[config.mk]
export PLATFORM = sky130hd
export DESIGN_NAME = motor_start_supervisor
export DESIGN_NICKNAME = d
export VERILOG_FILES = /design/src/verilog/motor_supervisor_pkg.sv /design/src/verilog/motor_start_supervisor.sv /design/src/verilog/hysteresis_comparator.sv
export VERILOG_INCLUDE_DIRS = /design/src /design/src/verilog
export SDC_FILE = /design/constraint.sdc
export NUM_CORES = 1
export LEC_CHECK = 0
export BUFFER_PORTS_ARGS = -buffer_cell sky130_fd_sc_hd__buf_2
export CAP_MARGIN = 0
export CORE_MARGIN = 3
export CORE_UTILIZATION = 60
export DETAILED_ROUTE_END_ITERATION = 6
export GPL_ROUTABILITY_DRIVEN = 0
export PLACE_DENSITY = 0.8
export SKIP_CTS_REPAIR_TIMING = 1
export SLEW_MARGIN = 20
export SYNTH_ARGS = -nofsm -noshare
export SYNTH_HDL_FRONTEND = slang
export SYNTH_SLANG_ARGS = --single-unit
export TNS_END_PERCENT = 20
[constraint.sdc]
create_clock -name i_clock -period 3.9 [get_ports i_clock]
set_input_delay 0 -clock i_clock [delete_from_list [all_inputs] [get_ports i_clock]]
set_output_delay 0 -clock i_clock [all_outputs]
set_load 0.03 [all_outputs]
[src/verilog/motor_supervisor_defs.svh]
// constants of the motor start supervisor
// Operation
// - motor rated current: percent of transformer rating
// - start: current rises through idle limit
// - startup timer runs, in-progress flag, then time-out
// - running flag while current above idle limit
// - at expiry, above startup limit: prolonged-start alarm
// - expiry starts restart inhibit timer and flag
// - start interrupted below idle: inhibit timer starts
// - operation Off disables the whole function
// - startup limit 50..1000 percent, default 200
// - idle limit 5..50 percent, default 10
// - startup time 1..100 seconds, default 5
// - restart inhibit time 10..5000 seconds, default 20
// - hysteresis: release 0.95 startup, 0.7 idle
`ifndef MOTOR_SUPERVISOR_DEFS_SVH
`define MOTOR_SUPERVISOR_DEFS_SVH

`define MS_CLOCK_HZ          200000000
`define MS_TICK_US           1000
`define MS_TICK_CYCLES       ((`MS_CLOCK_HZ / 1000000) * `MS_TICK_US)
`define MS_MS_PER_SECOND     1000

`define MS_RATIO_MIN         20
`define MS_RATIO_MAX         150
`define MS_RATIO_DEFAULT     100
`define MS_STARTUP_LIM_MIN   50
`define MS_STARTUP_LIM_MAX   1000
`define MS_STARTUP_LIM_DEF   200
`define MS_IDLE_LIM_MIN      5
`define MS_IDLE_LIM_MAX      50
`define MS_IDLE_LIM_DEF      10
`define MS_STARTUP_T_MIN     1
`define MS_STARTUP_T_MAX     100
`define MS_STARTUP_T_DEF     5
`define MS_RESTART_T_MIN     10
`define MS_RESTART_T_MAX     5000
`define MS_RESTART_T_DEF     20

// release ratios as numerator over 100
`define MS_STARTUP_REL_PCT   95
`define MS_IDLE_REL_PCT      70
`define MS_OPER_ON_DEFAULT   1'b1

`endif

[src/verilog/motor_supervisor_pkg.sv]
// types of the motor start supervisor
`default_nettype none
package motor_supervisor_pkg;

  // phase current magnitudes in percent of transformer rating
  typedef struct packed {
    logic [15:0] phase_a;
    logic [15:0] phase_b;
    logic [15:0] phase_c;
  } phase_currents_t;

  // settings
  typedef struct packed {
    logic        function_operation_setting;
    logic [7:0]  motor_to_transformer_ratio;
    logic [9:0]  startup_current_limit;
    logic [5:0]  idle_current_limit;
    logic [6:0]  startup_time_setting;
    logic [12:0] restart_block_time;
  } supervisor_settings_t;

  // status outputs
  typedef struct packed {
    logic startup_in_progress;
    logic motor_running;
    logic prolonged_start_alarm;
    logic restart_inhibit;
  } supervisor_status_t;

  // startup sequence states
  typedef enum logic [1:0] {
    st_idle,
    st_starting,
    st_timeout
  } start_state_t;

endpackage : motor_supervisor_pkg
`default_nettype wire

[src/verilog/motor_start_supervisor.sv]
// motor startup supervision: start detect, timers and status flags
`default_nettype none
`include "motor_supervisor_defs.svh"
module motor_start_supervisor #(
  parameter int TICK_CYCLES = `MS_TICK_CYCLES,
  parameter int MS_PER_SEC  = `MS_MS_PER_SECOND
) (
  // clock and reset
  input  wire logic                                       i_clock,
  input  wire logic                                       i_rst_n,
  // measured currents and settings, same clock domain
  input  wire motor_supervisor_pkg::phase_currents_t      i_currents,
  input  wire motor_supervisor_pkg::supervisor_settings_t i_settings,
  // status to trip logic
  output var motor_supervisor_pkg::supervisor_status_t    o_status
);
  import motor_supervisor_pkg::*;

  // overview: the largest phase magnitude is compared with two limits,
  // each scaled from the motor rated current. a rise through the idle
  // limit starts the startup timer; its expiry, or a drop below idle
  // before expiry, loads the restart inhibit timer. both timers count
  // millisecond ticks from the local divider.
  //
  // timing at the ports: a current step is registered by the comparators
  // at the first edge and shows on the status flags at the second edge.
  // the first millisecond of either timer may be partial, so a count of
  // n milliseconds lasts between n-1 and n of them.
  //
  // limitation: limit settings are levels and are not captured at the start;
  // a limit changed during a start takes effect on the next cycle.

  // widths of the internal arithmetic
  localparam int CW = 16;  // current width
  localparam int LW = 32;  // scaled limit width

  // ---- settings clamped to legal ranges ----
  logic [7:0]  ratio_c;    // motor to transformer ratio
  logic [9:0]  start_c;    // startup limit percent
  logic [5:0]  idle_c;     // idle limit percent
  logic [6:0]  stime_c;    // startup seconds
  logic [12:0] rtime_c;    // restart seconds
  logic        oper_on;    // function enabled

  // clamp helper shared by every setting except operation
  function automatic logic [15:0] clamp16(input logic [15:0] v,
                                          input logic [15:0] lo,
                                          input logic [15:0] hi);
    if (v < lo) begin
      // below the range: the minimum keeps limits and timers non-zero
      return lo;
    end else if (v > hi) begin
      // above the range: the maximum bounds the scaled products
      return hi;
    end
    // inside the range: taken as set
    return v;
  endfunction : clamp16

  // settings are clamped, not rejected: a corrupted word can never stop
  // a timer at zero or leave a limit at zero, which would make every
  // cycle look like a start. operation is a plain on/off bit.
  always_comb begin
    ratio_c = 8'(clamp16(16'(i_settings.motor_to_transformer_ratio),
                   16'(`MS_RATIO_MIN), 16'(`MS_RATIO_MAX)));
    start_c = 10'(clamp16(16'(i_settings.startup_current_limit),
        16'(`MS_STARTUP_LIM_MIN), 16'(`MS_STARTUP_LIM_MAX)));
    idle_c  = 6'(clamp16(16'(i_settings.idle_current_limit),
        16'(`MS_IDLE_LIM_MIN), 16'(`MS_IDLE_LIM_MAX)));
    stime_c = 7'(clamp16(16'(i_settings.startup_time_setting),
        16'(`MS_STARTUP_T_MIN), 16'(`MS_STARTUP_T_MAX)));
    rtime_c = 13'(clamp16(16'(i_settings.restart_block_time),
        16'(`MS_RESTART_T_MIN), 16'(`MS_RESTART_T_MAX)));
    // operation needs no clamp: both codes are legal
    oper_on = i_settings.function_operation_setting;
  end

  // ---- largest phase and scaled limits ----
  logic [CW-1:0] max_cur;     // largest phase magnitude
  logic [LW-1:0] max_scaled;  // largest magnitude times 100
  logic [LW-1:0] idle_lim;    // idle limit in same units
  logic [LW-1:0] start_lim;   // startup limit in same units

  // limits are percent of rated, rated is percent of transformer
  // both sides of each compare carry a factor of 10000, so no division
  // is needed: cur * 100 against limit percent times ratio percent.
  // the largest phase decides, so one loaded phase is enough to start.
  always_comb begin
    // phase a is the first candidate
    max_cur = i_currents.phase_a;
    if (i_currents.phase_b > max_cur) begin
      // phase b is larger
      max_cur = i_currents.phase_b;
    end
    if (i_currents.phase_c > max_cur) begin
      // phase c is larger
      max_cur = i_currents.phase_c;
    end
    max_scaled = LW'(max_cur) * LW'(100);
    idle_lim   = LW'(idle_c) * LW'(ratio_c);
    start_lim  = LW'(start_c) * LW'(ratio_c);
  end

  // ---- comparators with hysteresis ----
  logic above_idle;   // current above idle limit
  logic above_start;  // current above startup limit

  // idle limit: picks up above the limit, releases at 0.7 of it, so a
  // motor running near idle load does not chatter into false starts.
  // both comparators are cleared while the function is off.
  hysteresis_comparator #(
    .WIDTH       (LW),
    .RELEASE_PCT (`MS_IDLE_REL_PCT)
  ) u_idle_cmp (
    .i_clock  (i_clock),
    .i_rst_n  (i_rst_n),
    .i_enable (oper_on),
    .i_value  (max_scaled),
    .i_limit  (idle_lim),
    .o_above  (above_idle)
  );

  // startup limit: releases at 0.95 of the limit; its level at the
  // moment of expiry decides the prolonged-start alarm
  hysteresis_comparator #(
    .WIDTH       (LW),
    .RELEASE_PCT (`MS_STARTUP_REL_PCT)
  ) u_start_cmp (
    .i_clock  (i_clock),
    .i_rst_n  (i_rst_n),
    .i_enable (oper_on),
    .i_value  (max_scaled),
    .i_limit  (start_lim),
    .o_above  (above_start)
  );

  // ---- millisecond tick divider ----
  logic [31:0] div_reg;   // cycle counter
  logic [31:0] div_next;  // next count
  logic        tick_reg;  // one-cycle millisecond pulse
  logic        tick_next; // next pulse

  // free-running divider: the tick is a one-cycle enable, never a clock.
  // it is not aligned to a start, which is why the first millisecond of
  // each timer may be short
  always_comb begin
    if (div_reg >= 32'(TICK_CYCLES - 1)) begin
      // end of a millisecond: wrap and pulse
      div_next  = '0;
      tick_next = 1'b1;
    end else begin
      // inside a millisecond: keep counting
      div_next  = div_reg + 32'h1;
      tick_next = 1'b0;
    end
  end

  // divider registers; reset restarts the millisecond from zero
  always_ff @(posedge i_clock or negedge i_rst_n) begin
    if (!i_rst_n) begin
      div_reg  <= '0;
      tick_reg <= 1'b0;
    end else begin
      div_reg  <= div_next;
      tick_reg <= tick_next;
    end
  end

  // ---- start sequence and timers ----
  start_state_t  state_reg;      // sequence state
  start_state_t  state_next;
  logic          idle_prev_reg;  // previous above-idle level
  logic          idle_prev_next;
  logic [31:0]   stimer_reg;     // startup timer, milliseconds left
  logic [31:0]   stimer_next;
  logic [31:0]   rtimer_reg;     // restart timer, milliseconds left
  logic [31:0]   rtimer_next;
  logic          long_reg;       // prolonged start latched
  logic          long_next;
  logic          start_evt;      // rising through idle limit
  logic          rt_load;        // restart timer load request

  // start sequence: idle waits for a rise through the idle limit,
  // starting counts the startup time down, timeout holds until the
  // current falls below idle. the restart timer is loaded from here but
  // then runs on its own, through later starts as well: it only flags
  // and never blocks start detection.
  always_comb begin
    // hold state, timers and alarm unless a branch below changes them
    state_next     = state_reg;
    stimer_next    = stimer_reg;
    rtimer_next    = rtimer_reg;
    long_next      = long_reg;
    idle_prev_next = above_idle;
    rt_load        = 1'b0;
    start_evt      = above_idle && !idle_prev_reg;
    if (!oper_on) begin
      // function off: everything quiet
      // timers are cleared, so switching on never resumes an old count
      state_next  = st_idle;
      stimer_next = '0;
      rtimer_next = '0;
      long_next   = 1'b0;
    end else begin
      case (state_reg)
        st_idle: begin
          // a level above idle is not enough: only the rising edge starts
          if (start_evt) begin
            // load the full startup time and forget an old alarm
            state_next  = st_starting;
            stimer_next = 32'(stime_c) * 32'(MS_PER_SEC);
            long_next   = 1'b0;
          end
        end
        st_starting: begin
          if (!above_idle) begin
            // start interrupted before expiry
            state_next = st_idle;
            rt_load    = 1'b1;
          end else if (tick_reg) begin
            // one millisecond gone
            if (stimer_reg <= 32'h1) begin
              // last millisecond: expiry
              stimer_next = '0;
              state_next  = st_timeout;
              rt_load     = 1'b1;
              long_next   = above_start;
            end else begin
              // still counting down
              stimer_next = stimer_reg - 32'h1;
            end
          end
        end
        st_timeout: begin
          // locked rotor clears once current releases the limit
          if (!above_start) begin
            long_next = 1'b0;
          end
          if (!above_idle) begin
            // motor stopped: back to waiting for a start
            state_next = st_idle;
            long_next  = 1'b0;
          end
        end
        default: begin
          // unused code: back to idle
          state_next = st_idle;
        end
      endcase
      // restart inhibit timer runs on its own
      // a new load wins over a decrement in the same cycle, so a start
      // cut short while an older inhibit runs restarts the full time
      if (rt_load) begin
        rtimer_next = 32'(rtime_c) * 32'(MS_PER_SEC);
      end else if (tick_reg && rtimer_reg != '0) begin
        // count down, stop at zero
        rtimer_next = rtimer_reg - 32'h1;
      end
    end
  end

  // sequence registers; the edge detector resets to the idle level of
  // the comparator, so no false start follows reset
  always_ff @(posedge i_clock or negedge i_rst_n) begin
    if (!i_rst_n) begin
      state_reg     <= st_idle;
      stimer_reg    <= '0;
      rtimer_reg    <= '0;
      long_reg      <= 1'b0;
      idle_prev_reg <= 1'b0;
    end else begin
      state_reg     <= state_next;
      stimer_reg    <= stimer_next;
      rtimer_reg    <= rtimer_next;
      long_reg      <= long_next;
      idle_prev_reg <= idle_prev_next;
    end
  end

  // ---- registered status outputs ----
  supervisor_status_t status_reg;  // output flags
  supervisor_status_t status_next;

  // the flags other than motor_running are built from next values so that each appears on the
  // same edge as the state that it reports, then registered so that
  // every output comes straight from a flip-flop
  always_comb begin
    status_next.startup_in_progress   = (state_next == st_starting);
    status_next.motor_running         = oper_on && above_idle;
    status_next.prolonged_start_alarm = long_next;
    status_next.restart_inhibit       = (rtimer_next != '0);
  end

  // output register; all flags low in reset
  always_ff @(posedge i_clock or negedge i_rst_n) begin
    if (!i_rst_n) begin
      status_reg <= '0;
    end else begin
      status_reg <= status_next;
    end
  end

  assign o_status = status_reg;

endmodule : motor_start_supervisor
`default_nettype wire

[src/verilog/hysteresis_comparator.sv]
// threshold comparator with release hysteresis
`default_nettype none
`include "motor_supervisor_defs.svh"
module hysteresis_comparator #(
  parameter int WIDTH = 32,
  parameter int RELEASE_PCT = 95
) (
  // clock and reset
  input  wire logic             i_clock,
  input  wire logic             i_rst_n,
  // compare inputs
  input  wire logic             i_enable,
  input  wire logic [WIDTH-1:0] i_value,
  input  wire logic [WIDTH-1:0] i_limit,
  // result
  output logic                  o_above
);

  logic             above_reg;  // held comparison
  logic             above_next; // next comparison
  logic [WIDTH+6:0] val_scaled; // value times 100
  logic [WIDTH+6:0] lim_rel;    // limit times release ratio

  // compare in percent units to avoid division
  always_comb begin
    val_scaled = (WIDTH+7)'(i_value) * (WIDTH+7)'(100);
    lim_rel    = (WIDTH+7)'(i_limit) * (WIDTH+7)'(RELEASE_PCT);
    if (!i_enable) begin
      above_next = 1'b0;
    end else if (above_reg) begin
      // release only under the lowered threshold
      above_next = (val_scaled >= lim_rel);
    end else begin
      above_next = (i_value > i_limit);
    end
  end

  // register result
  always_ff @(posedge i_clock or negedge i_rst_n) begin
    if (!i_rst_n) begin
      above_reg <= 1'b0;
    end else begin
      above_reg <= above_next;
    end
  end

  assign o_above = above_reg;

endmodule : hysteresis_comparator
`default_nettype wire

==> results of run 1 <==
[critical path: cells and delay by family]
family / cells / cell delay, ns
multiplexers: 1 / 0.21
buffers and inverters: 9 / 0.73
adder cells (fa/ha/maj): 11 / 3.51
XOR/XNOR: 1 / 0.19
AND/OR/NAND/NOR: 12 / 2.19
AO/OA/AOI/OAI: 20 / 3.50
[metal layers]
layer,vias to the layer above,global-route usage,wire (um)
met5,-,0,0
met2,1017,0.578,35500
met3,332,0.0319,4240
met1,11191,0.372,26300
met4,0,0.106,3030
li1,10731,-,-
[kinds of logic after synthesis]
family,count (synthesis),synth area share
and+or+nand+nor,720,0.151
adders and majority gates,684,0.435
buffers and inverters,552,0.0887
AOI/OAI and AO/OA,513,0.138
xor gates and xnor gates,172,0.0639
DFF,106,0.113
muxes,26,0.0113
other,1,0.000159
[cell type report]
type / count / area share
multi-input combinational: 2129 / 0.652
timing repair buffer: 728 / 0.171
sequential: 106 / 0.0857
inverter: 505 / 0.0615
tap: 511 / 0.0207
clock buffer: 12 / 0.00829
clock inverter: 3 / 0.000809
antenna: 1 / 0.0000809
[metrics by stage]
step | setup WS (ns) | util | hold WS [ns] | setup TNS [ns]
final | -6.21 | 0.810 | 0.149 | -29.05
after global routing | -6.69 | 0.810 | 0.152 | -33.45
after CTS | -6.15 | 0.788 | -0.188 | -31.44
after detailed placement | -6.48 | 0.781 | 0.180 | -40.60
after global placement | -6.19 | 0.781 | 0.180 | -36.15
after floorplan | -5.64 | - | -0.296 | -26.63
[cells in the final DEF, fill, tap and decap left out, types with 64 or more instances in the layout]
cell     netlist  layout
a21oi_1      160     119
buf_2          6      95
buf_4          1     626
dfrtp_1      106     106
fa_1         226     225
ha_1         454     424
inv_1        504     488
nand2_1      167     161
nor2_1       215     208
o21ai_0      117      94
xnor2_1      105      90
xor2_1        67      64
[worst min-delay path by stage]
stage | from | cells past startpoint | endpoint
finish | i_settings[44] | 3 | rtimer_reg[9]$_DFF_PN0_
global route | i_settings[44] | 3 | rtimer_reg[9]$_DFF_PN0_
CTS | i_rst_n | 1 | div_reg[2]$_DFF_PN0_
detailed placement | i_rst_n | 1 | div_reg[2]$_DFF_PN0_
global placement | i_rst_n | 1 | div_reg[2]$_DFF_PN0_
floorplan | i_rst_n | 0 | div_reg[0]$_DFF_PN0_
==> results.md, run 1 <==
- Status: complete, but fails checks
- Violated checks: DRC, setup timing
- R2r setup slk: -0.34 ns
- Count of cell types in the netlist: 88
- #FFs+latches synth: between 100 and 150
- Count leader, synth: inv_1
- Critical path peak fanout: 13
- Multi-input gate area: just over 0.02 mm^2
- First-pass GRT wire length: between 100000 and 150000 um
- Ranking of synthesized cells by area: ha_1 (24%), fa_1 (19%), dfrtp_1 (11%)
- GRT overflow: 0
- Clock transition at path regs: approximately 0.070 ns
- Reg2Reg Depth: 11
- Share of cells above drive strength 1: 0.280
- Cell Area, Placed: roughly 0.030 mm^2
- Largest net degree at the start of global routing: 72
- Clock root cell: clkbuf_16
- Core Area: ~0.038 mm^2
- Reg area: approximately 0.0027 mm^2
- Yosys warns: 0
- Final wirelength: between 60000 and 70000 um
- Avg Cell Area, Syn: between 8 and 9 um^2
- Dominant synthesized flop cell: dfrtp_1
- Critical path destination: u_start_cmp.o_above$_DFF_PN0_
- Skew final: ~0.011 ns
- DP Cell Count: approximately 4000
- Die X: 204 um
- Worst R2R Start: rtimer_reg[12]$_DFF_PN0_
- Register area share after synthesis: 0.113
- Vias per cell: around 5.8
- DR DRC count: 36
- Clock tree buffer depth: 2
- Worst skew pair latency: approximately 0.35 ns
- Remaining antenna violation count: 0
- Unrepaired setup endpoints after global routing: true
- FILL cells: between 2000 and 2500
- CP most frequent cell: ha_1
- Max Cap Violations: 0
- Post-synth EDFFs: 0
- Starting Density: 0.617
- WL per Instance: approximately 17 um
- Detailed placement HPWL: ~55000 um
- Num Clock Sinks: 106
- Synth async-reset ratio: 1.00
- Slew HR: 0.389
- CTS H-tree lvls: 3
- Initial antenna violation count: 0
- Vias in the first global route: 24169
- Fin crit share: 2.59
- Total GRT Usage: 0.310
- Setup crit start kind: primary input
- Worst Max-Slew Pin Slew: 0.917 ns
- Post-synthesis cell area: 0.0236 mm^2
- Final setup fails: 24
- Critical R2R Capture: o_status[0]$_DFF_PN0_
- Final std cells w/o fill: between 3000 and 4000
- Worst path max stage delay: ~0.56 ns
- Required @ worst endpoint: a little over 4 ns
- Final Slew Violations: 0
- Rows: 71
- Post-synth top area share: 0.241
- Die span in y: roughly 200 um
- Endpoints failing hold: 0
- Die area: between 0.04 and 0.05 mm^2
- Post-synth top cells: inv_1 (504), ha_1 (454), fa_1 (226)
- Synth Instances: approximately 2800
- CP endpoint kind: flip-flop
- Total CTS buffers: 9
- Area Growth Syn to Fin: 31.3%
- # IOs: between 90 and 100
- Final instance area: between 0.03 and 0.04 mm^2
- Crit path DAT: just over 10 ns
- Post-route worst setup slack: -6.21 ns
- Critical Path Source: i_currents[43]
- 1st-iter DRT viols: about 2000
- CP Class: in -> reg
- Critical Path Slowest Stage Cell: or4_4
- Fmax: approximately 0.099 GHz
- Buffers on Ports: approximately 100
- Nets: 4254
- TritonCTS clock tree: yes
- Min Clock Period, post-route: around 10 ns
- Biggest area consumer among synthesized cells: ha_1
- Via count: roughly 23000
- Worst min-delay path class: in -> reg
- Pre-antenna DRT Iters: 7
Power of run 1 is not shown: default switching activity piles up to over one toggle a cycle in this logic, so the estimate is an artifact.
==> inputs of run 2 (changes only) <==
--- a/config.mk
+++ b/config.mk
@@ -12,6 +12,7 @@
 export CORE_UTILIZATION = 60
 export DETAILED_ROUTE_END_ITERATION = 6
 export GPL_ROUTABILITY_DRIVEN = 0
+export GPL_TIMING_DRIVEN = 0
 export PLACE_DENSITY = 0.8
 export SKIP_CTS_REPAIR_TIMING = 1
 export SLEW_MARGIN = 20
==> run 2 against run 1 <==
  * First-iteration DRC count decreased by 27%
  * Cell area down 11%
  * Count of clock-buffer cells in the layout decreased by 1
  * Highest routed layer unchanged
  * The run still ends with DRC, setup timing left
==> results.md, run 2 (synthesis results as in run 1) <==
- Min Clock Period, post-route: 10.41 ns
- WL per Instance: approximately 17 um
- Buffers on Ports: 95
- Nets: between 3000 and 4000
- Remaining antenna violation count: 0
- Final wirelength: between 50000 and 60000 um
- Worst min-delay path class: in -> async
- Top sig layer: met4
- Final setup fails: 23
- Rows: ~70
- Area Growth Syn to Fin: 17.5%
- Worst slack at placement: -7.57 ns
- Met2 wire length: 30500 um
- Total GRT Usage: 0.259
- Starting Density: 0.617
- Initial antenna violation count: 0
- Required @ worst endpoint: ~4.1 ns
- CP endpoint kind: flip-flop
- Worst R2R Start: rtimer_reg[15]$_DFF_PN0_
- Most common cell after layout, fill and taps aside: inv_1
- CTS H-tree lvls: 3
- Final Slew Violations: 0
- FILL cells: about 2700
- Via count: 20653
- Fin crit share: 2.67
- Endpoints failing hold: 0
- Share of cells above drive strength 1: 0.174
- Largest net degree at the start of global routing: 85
- TritonCTS clock tree: yes
- Worst Max-Slew Pin Slew: 1.02 ns
- TNS Setup: -28.37 ns
- Critical R2R Capture: o_status[0]$_DFF_PN0_
- Max Cap Violations: 0
- Status: complete, but fails checks
- First-pass GRT wire length: roughly 90000 um
- CP most frequent cell: ha_1
- Fmax: 0.0960 GHz
- R2r setup slk: -0.33 ns
- WL met1: 23900 um
- Die area: 0.0417 mm^2
- Core Area: 0.0382 mm^2
- Clock root cell: clkbuf_16
- Total CTS buffers: 9
- Setup crit start kind: primary input
- Crit path DAT: approximately 11 ns
- Bufs and invs on worst path: 6
- Clock tree buffer depth: 2
- GRT overflow: 0
- CP Class: in -> reg
- DR DRC count: 1
- Metal3 WL: ~3000 um
- Reg2Reg Depth: 11
- Slew HR: 0.308
- Vias in the first global route: slightly above 20000
- Worst path max stage delay: around 0.56 ns
- Num Clock Sinks: around 110
- Violated checks: DRC, setup timing
- Antenna diode count: 0
- Most frequent cells in the layout: inv_1 (478), ha_1 (423), fa_1 (225), nor2_1 (201), nand2_1 (161)
- Skew final: roughly 0.0074 ns
- Cell family with most CP delay: compound AO/OA/AOI/OAI gates
- Post-route worst setup slack: -6.51 ns
- 1st-iter DRT viols: around 1400
- Clock transition at path regs: 0.07 ns
- # IOs: 99
- Die span in y: roughly 200 um
- Unrepaired setup endpoints after global routing: true
- Critical path peak fanout: 8
- Critical Path Slowest Stage Cell: or4_4
- Die X: approximately 200 um
- Worst skew pair latency: 0.34 ns
- Pre-antenna DRT Iters: 7
- Detailed placement HPWL: roughly 46000 um
- Vias per cell: between 5 and 6
## run 2: worst max path at each step
stage	start	cells after the start	end	slack, ns
2_1_floorplan	i_settings[33]	48	u_start_cmp.o_above$_DFF_PN0_	-5.64
3_5_place_dp	i_currents[38]	54	u_start_cmp.o_above$_DFF_PN0_	-7.57
3_3_place_gp	i_currents[38]	53	u_start_cmp.o_above$_DFF_PN0_	-7.37
6_report	i_currents[37]	54	u_start_cmp.o_above$_DFF_PN0_	-6.51
4_1_cts	i_currents[38]	53	u_start_cmp.o_above$_DFF_PN0_	-7.27
5_1_grt	i_currents[37]	52	u_start_cmp.o_above$_DFF_PN0_	-6.83
## run 2: through the flow
| step | utilization | instances | hold slack [ns] | cell area [um^2] |
|---|---|---|---|---|
| 6_report | 0.725 | 3501 | 0.0746 | 27700 |
| 3_5_place_dp | 0.669 | 3394 | -0.130 | 25500 |
| 3_3_place_gp | 0.668 | 3393 | 0.419 | 25500 |
| 4_1_cts | 0.676 | 3409 | -0.496 | 25800 |
| 2_1_floorplan | - | 2787 | -0.296 | 24400 |
| 5_1_grt | 0.725 | 3501 | 0.0958 | 27700 |
## run 2: worst reg2reg max path: stages, from the launching register on
cell and delay, ns:
dfrtp_1 0.40, or4_1 0.60, nor3_1 0.40, o2111a_1 0.29, nand3_1 0.19, or4_2 0.63
xor2_1 0.21, a21oi_1 0.08, or4_1 0.44, or4_4 0.57, nor4_4 0.21, nand2_1 0.08
## run 2: metal layers
| layer | track usage | up-vias |
|---|---|---|
| li1 | - | 9742 |
| met1 | 0.331 | 10110 |
| met2 | 0.471 | 663 |
| met3 | 0.0272 | 138 |
| met4 | 0.0637 | 0 |
| met5 | 0 | - |
## run 2: layout make-up
cell class                 count  area [um^2]  share of cell area
buffer                        46          280              0.0101
clock buffer                  11          243             0.00876
clock inverter                 4         52.6             0.00190
inverter                     505         1910              0.0688
multi-input combinational   2130        20700               0.747
sequential                   106         2650              0.0958
tap                          511          639              0.0231
timing repair buffer         188         1240              0.0447
Power of run 2 is left out for the same reason.
